File: config.mk
export PLATFORM = sky130hd
export DESIGN_NAME = sspi_clock_stop
export DESIGN_NICKNAME = d
export VERILOG_FILES = /design/src/sspi_pkg.sv /design/src/sspi_rate_gen.sv /design/src/sspi_clock_stop.sv
export SDC_FILE = /design/constraint.sdc
export NUM_CORES = 1
export LEC_CHECK = 0
export BUFFER_PORTS_ARGS = -buffer_cell sky130_fd_sc_hd__buf_2
export CORE_MARGIN = 3
export CORE_UTILIZATION = 50
export CTS_BUF_LIST = sky130_fd_sc_hd__clkbuf_16
export DETAILED_ROUTE_END_ITERATION = 16
export PLACE_DENSITY = 0.7
export SLEW_MARGIN = 20
export SYNTH_ARGS = -nofsm -noshare
export SYNTH_HDL_FRONTEND = slang
export SYNTH_SLANG_ARGS = --single-unit
File: constraint.sdc
create_clock -name mclk -period 5.7 [get_ports mclk]
set_input_delay 1.14 -clock mclk [delete_from_list [all_inputs] [get_ports mclk]]
set_output_delay 1.14 -clock mclk [all_outputs]
set_load 0.01 [all_outputs]
File: src/sspi_pkg.sv
// package: constants for the clock-stop serial port block
package sspi_pkg;
	localparam int DIV_W = 8;
	localparam int WORD_W = 8;
	localparam int CNT_W = 6;
	localparam int CPU_DIV = 4;
	localparam logic [1:0] CPU_DIV_LAST = 2'h3;
	localparam logic [1:0] STOP_OFF = 2'h0;
	localparam logic [1:0] STOP_RISE_LAUNCH = 2'h2;
	localparam logic [1:0] STOP_FALL_LAUNCH = 2'h3;
	localparam logic [DIV_W-1:0] SLAVE_DIVIDER = 8'h01;
	localparam logic SRC_CPU = 1'b1;
	typedef enum logic [2:0] {SSPI_IDLE, SSPI_LEAD, SSPI_HIGH, SSPI_LOW, SSPI_TAIL} sspi_state_e;
endpackage : sspi_pkg

File: src/sspi_rate_gen.sv
// sample-rate generator: source select and programmable bit-clock divider
`timescale 1ns/10ps
module sspi_rate_gen #(
	parameter int DIV_W = 8
) (
	input wire logic mclk,
	input wire logic rst,
	input wire logic rateGenSourceSelect,
	input wire logic extRateClock,
	input wire logic [DIV_W-1:0] clockDivider,
	output logic srcTick,
	output logic [DIV_W:0] highCount,
	output logic [DIV_W:0] lowCount
);
	import sspi_pkg::*;
	logic [1:0] cpuCount;
	logic [2:0] extSync;
	// external clock passes three flops; rising edge counted when second is high and third still low
	always_ff @(posedge mclk) begin
		if (rst) begin
			extSync <= 3'h0;
		end else begin
			extSync <= {extSync[1:0], extRateClock};
		end
	end
	always_ff @(posedge mclk) begin
		if (rst) begin
			cpuCount <= 2'h0;
		end else begin
			cpuCount <= cpuCount + 2'h1;
		end
	end
	always_ff @(posedge mclk) begin
		if (rst) begin
			srcTick <= 1'b0;
		end else if (rateGenSourceSelect == SRC_CPU) begin
			srcTick <= (cpuCount == CPU_DIV_LAST);
		end else begin
			srcTick <= extSync[1] & ~extSync[2];
		end
	end
	// phase split, nonzero even divider gives the longer high phase
	always_ff @(posedge mclk) begin
		if (rst) begin
			highCount <= '0;
			lowCount <= '0;
		end else if (!clockDivider[0] && clockDivider != '0) begin
			highCount <= {1'b0, clockDivider >> 1} + 1'b1;
			lowCount <= {1'b0, clockDivider >> 1};
		end else begin
			highCount <= ({1'b0, clockDivider} + 1'b1) >> 1;
			lowCount <= ({1'b0, clockDivider} + 1'b1) >> 1;
		end
	end
endmodule : sspi_rate_gen

File: src/sspi_clock_stop.sv
// clock-stop SPI master/slave shifter with its sample-rate generator
// Summary of operation
// - bit clock period is (1 + clock_divider) source periods; a divider of zero gives two.
// - nonzero even divider: high is half plus one, low half; else both (div+1)/2.
// - source is CPU clock over four when select is 1, else external clock.
// - master with both sync polarities set drives slave-enable active low.
// - slave inverts active-low slave-enable inputs before internal use.
// - master: tx clock and tx sync are outputs, rx ones inputs.
// - slave: all four clock and sync directions are inputs.
// - slave mode requires CPU/4 source with divider of one.
// - master asserts slave-enable low before first rising edge, transfer starts there.
// - mode 10b launches data on rising edge, peer captures on falling.
// - mode 11b launches data on falling edge, peer captures on rising.
// - mode 10b enable leads by low phase, trails one full period.
// - mode 11b enable leads by full period, trails one low phase.
// - mode 10b master releases data output a low phase after last fall.
// - slave releases data output once slave-enable rises after last bit.
`timescale 1ns/10ps
module sspi_clock_stop #(
	parameter int DIV_W = sspi_pkg::DIV_W,
	parameter int WORD_W = sspi_pkg::WORD_W
) (
	input wire logic mclk,
	input wire logic rst,
	input wire logic masterMode,
	input wire logic [1:0] clockStopMode,
	input wire logic txClockPolarity,
	input wire logic txSyncPolarity,
	input wire logic rxSyncPolarity,
	input wire logic rateGenSourceSelect,
	input wire logic [DIV_W-1:0] clockDivider,
	input wire logic extRateClock,
	input wire logic txStart,
	input wire logic [WORD_W-1:0] txWord,
	output logic txBusy,
	output logic [WORD_W-1:0] rxWord,
	output logic rxValid,
	output logic configError,
	output logic txClockDirection,
	output logic rxClockDirection,
	output logic txSyncDirection,
	output logic rxSyncDirection,
	input wire logic txBitClockIn,
	output logic txBitClockOut,
	output logic txBitClockOe,
	input wire logic txFrameSyncIn,
	output logic txFrameSyncOut,
	output logic txFrameSyncOe,
	input wire logic rxFrameSyncIn,
	output logic serialDataOut,
	output logic serialDataOutOe,
	input wire logic serialDataIn
);
	import sspi_pkg::*;
	sspi_state_e state;
	logic srcTick;
	logic [DIV_W:0] highCount;
	logic [DIV_W:0] lowCount;
	logic [DIV_W:0] phaseCount;
	logic [CNT_W-1:0] bitCount;
	logic [WORD_W-1:0] shiftOut;
	logic [WORD_W-1:0] shiftIn;
	logic [2:0] sclkSync;
	logic [2:0] selTxSync;
	logic [2:0] selRxSync;
	logic [2:0] sdiSync;
	logic slaveSelect;
	logic slaveSelectPrev;
	logic sclkPrev;
	logic fallLaunch;
	logic phaseDone;
	logic lastBit;
	logic armed;
	logic frameEnd;
	assign fallLaunch = (clockStopMode == STOP_FALL_LAUNCH);
	assign phaseDone = srcTick && (phaseCount <= 1);
	assign lastBit = (bitCount == CNT_W'(WORD_W - 1));
	// mode 11b frame ends with the low phase after the last fall
	assign frameEnd = fallLaunch && state == SSPI_LOW && lastBit && phaseDone;

	sspi_rate_gen #(.DIV_W(DIV_W)) rateGen (
		.mclk(mclk),
		.rst(rst),
		.rateGenSourceSelect(rateGenSourceSelect),
		.extRateClock(extRateClock),
		.clockDivider(clockDivider),
		.srcTick(srcTick),
		.highCount(highCount),
		.lowCount(lowCount)
	);

	// pin inputs: three flops each, clock and enable act when stages two and three agree
	always_ff @(posedge mclk) begin
		if (rst) begin
			sclkSync <= 3'h0;
			selTxSync <= 3'h7;
			selRxSync <= 3'h7;
			sdiSync <= 3'h0;
		end else begin
			sclkSync <= {sclkSync[1:0], txBitClockIn};
			selTxSync <= {selTxSync[1:0], txFrameSyncIn};
			selRxSync <= {selRxSync[1:0], rxFrameSyncIn};
			sdiSync <= {sdiSync[1:0], serialDataIn};
		end
	end

	// active-low enable inverted, tx and rx pins both needed
	always_ff @(posedge mclk) begin
		if (rst) begin
			slaveSelect <= 1'b0;
			sclkPrev <= 1'b0;
			slaveSelectPrev <= 1'b0;
		end else begin
			if (selTxSync[1] == selTxSync[2] && selRxSync[1] == selRxSync[2]) begin
				slaveSelect <= ~selTxSync[2] & ~selRxSync[2];
			end
			if (sclkSync[1] == sclkSync[2]) begin
				sclkPrev <= sclkSync[2];
			end
			slaveSelectPrev <= slaveSelect;
		end
	end

	always_ff @(posedge mclk) begin
		if (rst) begin
			txClockDirection <= 1'b0;
			txSyncDirection <= 1'b0;
			rxClockDirection <= 1'b0;
			rxSyncDirection <= 1'b0;
			configError <= 1'b0;
		end else begin
			txClockDirection <= masterMode;
			txSyncDirection <= masterMode;
			rxClockDirection <= 1'b0;
			rxSyncDirection <= 1'b0;
			// slave needs CPU/4 source, divider one
			configError <= (clockStopMode == STOP_OFF) || !txSyncPolarity
				|| !rxSyncPolarity || txClockPolarity
				|| (!masterMode && (rateGenSourceSelect != SRC_CPU
				|| clockDivider != SLAVE_DIVIDER));
		end
	end

	// master sequencer; period is high plus low phases
	always_ff @(posedge mclk) begin
		if (rst) begin
			state <= SSPI_IDLE;
			phaseCount <= '0;
			bitCount <= '0;
			armed <= 1'b0;
		end else if (!masterMode) begin
			state <= SSPI_IDLE;
			armed <= 1'b0;
		end else begin
			if (srcTick && phaseCount != '0) begin
				phaseCount <= phaseCount - 1'b1;
			end
			unique case (state)
				SSPI_IDLE: begin
					if (txStart && !configError) begin
						armed <= 1'b1;
					end
					// lead starts on a tick so it is whole
					if (armed && srcTick) begin
						armed <= 1'b0;
						state <= SSPI_LEAD;
						bitCount <= '0;
						phaseCount <= fallLaunch ? highCount + lowCount : lowCount;
					end
				end
				SSPI_LEAD: begin
					if (phaseDone) begin
						state <= SSPI_HIGH;
						phaseCount <= highCount;
					end
				end
				SSPI_HIGH: begin
					if (phaseDone) begin
						state <= SSPI_LOW;
						phaseCount <= lowCount;
					end
				end
				SSPI_LOW: begin
					if (phaseDone) begin
						if (lastBit) begin
							// trail is this low phase, plus a high in 10b
							state <= fallLaunch ? SSPI_IDLE : SSPI_TAIL;
							phaseCount <= highCount;
						end else begin
							state <= SSPI_HIGH;
							phaseCount <= highCount;
							bitCount <= bitCount + 1'b1;
						end
					end
				end
				SSPI_TAIL: begin
					if (phaseDone) begin
						state <= SSPI_IDLE;
					end
				end
			endcase
		end
	end

	// clock low except high phases; enable active low
	always_ff @(posedge mclk) begin
		if (rst) begin
			txBitClockOut <= 1'b0;
			txBitClockOe <= 1'b0;
			txFrameSyncOut <= 1'b1;
			txFrameSyncOe <= 1'b0;
			txBusy <= 1'b0;
		end else begin
			txBitClockOut <= masterMode && state == SSPI_HIGH;
			txBitClockOe <= masterMode;
			txFrameSyncOut <= ~(masterMode && txSyncPolarity && state != SSPI_IDLE);
			txFrameSyncOe <= masterMode;
			txBusy <= (masterMode && (state != SSPI_IDLE || armed)) || (!masterMode && slaveSelect);
		end
	end

	// shift engine: launch/capture edge by mode, master or slave clock
	logic rise;
	logic fall;
	logic active;
	always_comb begin
		rise = 1'b0;
		fall = 1'b0;
		active = 1'b0;
		if (masterMode) begin
			// events on the edge where the registered clock pin moves
			rise = state == SSPI_HIGH && !txBitClockOut;
			fall = state != SSPI_HIGH && txBitClockOut;
			active = state != SSPI_IDLE;
		end else begin
			rise = slaveSelect && sclkSync[1] == sclkSync[2] && sclkSync[2] && !sclkPrev;
			fall = slaveSelect && sclkSync[1] == sclkSync[2] && !sclkSync[2] && sclkPrev;
			active = slaveSelect;
		end
	end

	always_ff @(posedge mclk) begin
		if (rst) begin
			shiftOut <= '0;
			shiftIn <= '0;
			serialDataOut <= 1'b0;
			serialDataOutOe <= 1'b0;
			rxWord <= '0;
			rxValid <= 1'b0;
		end else begin
			rxValid <= 1'b0;
			if ((masterMode && state == SSPI_IDLE && armed && srcTick)
				|| (!masterMode && slaveSelect && !slaveSelectPrev)) begin
				// mode 11b: first bit already on the pin, first fall sends the second
				shiftOut <= fallLaunch ? {txWord[WORD_W-2:0], 1'b0} : txWord;
				shiftIn <= '0;
				// mode 11b first bit ready with enable
				serialDataOut <= txWord[WORD_W-1];
				serialDataOutOe <= 1'b1;
			end
			if (active && (fallLaunch ? fall : rise)) begin
				serialDataOut <= shiftOut[WORD_W-1];
				shiftOut <= {shiftOut[WORD_W-2:0], 1'b0};
			end
			if (active && (fallLaunch ? rise : fall)) begin
				shiftIn <= {shiftIn[WORD_W-2:0], sdiSync[2]};
			end
			// master release one low phase after the last fall
			if (masterMode && (state == SSPI_TAIL || frameEnd)) begin
				serialDataOutOe <= 1'b0;
			end
			if (masterMode && ((state == SSPI_TAIL && phaseDone) || frameEnd)) begin
				rxWord <= shiftIn;
				rxValid <= 1'b1;
			end
			if (!masterMode && !slaveSelect && slaveSelectPrev) begin
				serialDataOutOe <= 1'b0;
				rxWord <= shiftIn;
				rxValid <= 1'b1;
			end
		end
	end
endmodule : sspi_clock_stop

# After elaboration in Yosys (flattened, before gate mapping)
# Index checks and enable logic that the tools add are counted.
# word_totals
ff_bits	90
latchBits	0
mem_bits_rw	0
rom_bits	0
out_inout_bits	21
elab_cells	175
mem_count	0
# op_classes
add_sub_neg	6
multipliers	0
n_div	0
order_cmp	1
n_eq_ne	18
shift	0
n_mux	39
bitwise	9
reduce_logical	72
# op_table
operator	count
8-bit 2-to-1 mux	8
9-bit 2-to-1 mux	5
1-bit logical AND	33
9-bit case mux with 3 select lines	1
3-bit 2-to-1 mux	7
6-bit 2-to-1 mux	3
3-bit case mux with 5 select lines	1
1-bit 2-to-1 mux	12
2-bit != test, second input constant	6
6-bit case mux with 2 select lines	1
1-bit zero test	10
1-bit logical OR	10
5-bit AND reduction	2
2-bit nonzero test	5
2-bit OR reduction	5
8-bit by 1-bit adder with 9-bit output, second input constant	1
9-bit adder	1
9-bit by 1-bit <= comparator with 1-bit output, second input constant	1
9-bit nonzero test	1
9-bit by 1-bit subtractor with 9-bit output, second input constant	1
7-bit by 1-bit adder with 8-bit output, second input constant	1
8-bit by 1-bit != test with 1-bit output, second input constant	1
8-bit nonzero test	1
7-bit 2-to-1 mux	1
16 further kinds	27

# Depth between registers and ports, before layout
# depth
ltp_word	8
depth_mapped	9

# By module
# From an unflattened synthesis, not the netlist that was laid out.
# hier_totals
cells_unflattened	589
area_unflattened_um2	4988.5
# modules_own_cells
module	n_inst	cells_per_inst	area_per_inst_um2	seq_area_each_um2
sspi_clock_stop	1	485	4020.1	1321.3
sspi_rate_gen	1	104	968.4	440.4

# Worst setup path before layout
# No wires, ideal clock.
# synth_timing
path_kind	input to register
from	input port clockDivider[4]
to	register rateGen.highCount[5]
arrival_ps	2830
t_required_ps	5630
setup_slack_ps	2800
path_stages	7
path_buffers	1
path_cell_list	buf_6 or4_4 o41a_4 nor2b_4 a21oi_2 or3_1 a21oi_1
# synth_between
elab_chain_len	3
word_cells_on_any_way	5
classes_between	add/sub (2); mux (1); reduce/logical (2)
# synth_lines
element	line_no	source
from (decl)	sspi_clock_stop.sv:31	input wire logic [DIV_W-1:0] clockDivider,
parallel branches: the longest is 2 deep, another holds 8-bit by 1-bit adder with 9-bit output	-	
8-bit 2-to-1 mux *	sspi_rate_gen.sv:47	end else if (!clockDivider[0] && clockDivider != '0) begin
to (signal assigned)	sspi_rate_gen.sv:48	highCount <= {1'b0, clockDivider >> 1} + 1'b1;
to (signal assigned)	sspi_rate_gen.sv:51	highCount <= ({1'b0, clockDivider} + 1'b1) >> 1;
to (decl)	sspi_rate_gen.sv:12	output logic [DIV_W:0] highCount,
# Every way passes the cells marked *.
# A chain may end at the register's enable or synchronous reset.

# Worst setup path in the final report
# layout_timing
from	input port masterMode
to	register shiftOut[6]
# layout_between
elab_chain_len	5
word_cells_on_any_way	14
classes_between	mux (5); reduce/logical (9)
# layout_lines
element	line_no	source
from (decl)	sspi_clock_stop.sv:25	input wire logic masterMode,
1-bit logical AND or 1-bit zero test (tied branches)	sspi_clock_stop.sv:252, sspi_clock_stop.sv:253	
1-bit logical AND (on tied branches) (2 in series)	sspi_clock_stop.sv:252, sspi_clock_stop.sv:253	
1-bit logical OR	sspi_clock_stop.sv:253	|| (!masterMode && slaveSelect && !slaveSelectPrev)) begin
2-bit nonzero test (no line)	-	
to (signal assigned)	sspi_clock_stop.sv:255	shiftOut <= fallLaunch ? {txWord[WORD_W-2:0], 1'b0} : txWord;
to (signal assigned)	sspi_clock_stop.sv:263	shiftOut <= {shiftOut[WORD_W-2:0], 1'b0};
to (decl)	sspi_clock_stop.sv:61	logic [WORD_W-1:0] shiftOut;
# Several ways; a longest one is shown, not always the timed one.

==> out/qor.yml <==
status: "complete, no violations"
synth.ff_latch_count: 88
power_frac_comb: 0.092
end_kind: "flip-flop"
cts_tree: "yes"
route.vias.total: 3772
core_mm2: 0.00846
dp_cells: 650
wl_per_cell_um: 14.9
period_minus_slack_ns: 3.18
synthFlopType: "dfxtp_1"
cp-start-kind: "input pin"
design_area_mm2: 0.00503
seqPwrFrac: 0.460
die_h_um: 101
crit_required_ns: 5.91
cts_max_level: 3
netlist_top_cells_count: "88 x dfxtp_1, 69 x nor2_1, 37 x nand2_1, 32 x mux2i_1, 31 x a21oi_1"
cts_resized: 0
max_freq_ghz: 0.314
cp_max_fo: 31
fin_worst_skew_ns: 0.00496
clockBufferDepth: 2
die_area_mm2: 0.0101
path_common_cell: "nor2_1"
crit_chain: "buf_2 > nor2_1 > a21oi_1 > nand3_1 > mux2i_1 > nor2_1"
syn_area_mm2: 0.00447
crit_path_max_incr_delay_ns: 0.63
power.leakage_nw: 2.13
maxSlewViolCount: 0
yosys-top-cells-area: "dfxtp_1 39%, mux2i_1 7.2%, nor2_1 5.8%"
diodes: 0
crit_type: "in -> reg"
layout-drive-gt1-share: 0.150
post_cts_buffers: 0
cts_root_buffer: "clkbuf_16"
hold_path.class: "reg -> reg"
worstSkewPairLatency_ns: 0.34
postRouteAntennaNets: 0
synth_cell_type_count: 62
syn_inst: 528
drt_pass1_iterations: 6
max_cap_viol_count: 0
numPortBuffers: 49
syn_area_per_cell_um2: 8.47
yosysTopAreaCellShare: 0.394
fin_nets: 604
pwr-share-clk: 0.448
p_per_area_mw_per_mm2: 280
synth_area_leader_cell: "dfxtp_1"
finalSetupTns_ns: 0
regArea_mm2: 0.00176
numCtsBuffers: 9
synth-edff-count: 0
drt_first_iter_violations: 291
syn_to_final_growth_pct: 12.5
slew_headroom: 0.307
yosysWarnings: 0
clkTransAtPathRegs_ns: 0.06
drc_errors: 0
p_sw_w: 0.000340
setup_viol: 0
peakVddDrop_uv: 206
netSwitchingFraction: 0.241
start_util: 0.529
rsz0062_at_grt: "false"
drt-total-wl_mm: 9.92
place_congestion: 0.869
grt_pass1_vias: 3517
slowest_stage: "nand3_1"
grt_max_degree: 52
grt_pass1_wl_mm: 16.6
dp_hpwl_mm: 6.94
n_fill_cell: 749
grt_usage: 0.203
clock_sinks: 88
async_flop_share: 0
synth-seq-area-share: 0.394
instances_no_fill: 666
place_area_mm2: 0.00471
internal_power_w: 0.00107
antenna_found_initial: 0
multiInputGateArea_mm2: 0.00250
grt_overflow_total: 0
yosysMostFrequentCell: "dfxtp_1"
io_pins: 52
viasPerCell: 5.66
worstMarginPinSlew_ns: 1.04
hold_buffers: 0
arrival_ns: 3.39
period_share: 0.558
dieWidth_um: 101
rows: 33
finalHoldViolCount: 0
-- cell usage in the layout, fill, tap and decap left out, drive strengths merged, types with 12 or more instances in the layout --
cell type / instances
nor2: 69
o21ai: 28
mux2i: 32
nand4: 12
nand3: 19
buf: 51
nor2b: 18
nor3: 14
dfxtp: 88
ha: 16
nand2: 37
inv: 20
a21oi: 32
-- power by group through the flow --
stage                     registers (W)   logic, W  clock network, W
after global routing           0.000650   0.000148          0.000669
final                          0.000648   0.000130          0.000632
after global placement         0.000661   0.000126                 0
after floorplan                0.000657  0.0000967                 0
after CTS                      0.000648   0.000131          0.000643
after detailed placement       0.000662   0.000129                 0
-- cell families after synthesis --
kind of cell | share of synthesized area
AO/OA/AOI/OAI | 0.171
adder cells (fa/ha/maj) | 0.0492
AND/OR/NAND/NOR | 0.227
flip-flops | 0.394
other | 0.000838
XOR/XNOR | 0.0313
buffers and inverters | 0.0503
multiplexers | 0.0766
-- per-layer routing --
metal  GRT usage  wire [um]
met1       0.269       4640
met2       0.336       4780
met3      0.0464        430
met4      0.0508         75
met5           0          0
-- stage by stage --
step | util | setup WS, ns | hold WS, ns | power [W]
2_1_floorplan | - | 2.80 | 0.389 | 0.000754
3_3_place_gp | 0.556 | 2.38 | 0.395 | 0.000787
3_5_place_dp | 0.557 | 2.25 | 0.396 | 0.000791
4_1_cts | 0.595 | 2.61 | 0.414 | 0.00142
5_1_grt | 0.595 | 2.33 | 0.434 | 0.00147
6_report | 0.595 | 2.52 | 0.411 | 0.00141
-- final cells by class --
class | count | share of cell area
clock inverter | 7 | 0.0186
multi-input combinational | 389 | 0.497
timing repair buffer | 51 | 0.0512
sequential | 88 | 0.350
inverter | 17 | 0.0127
tap | 105 | 0.0261
clock buffer | 9 | 0.0448
-- registers in the layout (all words and copies together) (netlist names), 6 cells and up --
name	count
rateGen.lowCount	8
rxWord	8
rateGen.highCount	8
phaseCount	9
bitCount	6
shiftIn	8
shiftOut	8
-- critical path: cells and delay by family --
family          cells  cell delay (ns)
compound gates      1             0.61
buf+inv             1             0.47
simple gates        3             0.83
mux                 1             0.33
-- worst paths after layout --
path,startpoint,endpoint,slack (ns),cells after the start
worst max-delay path,masterMode,shiftOut[6]$_SDFFE_PP0P_,2.52,6
worst min-delay path,selRxSync[0]$_SDFF_PP1_,selRxSync[1]$_SDFF_PP1_,0.41,1
worst max register to register,state[0]$_SDFFE_PP0P_,shiftOut[6]$_SDFFE_PP0P_,2.82,5
worst min register to register,selRxSync[0]$_SDFF_PP1_,selRxSync[1]$_SDFF_PP1_,0.41,1
Power figures use the tool's default switching activity.
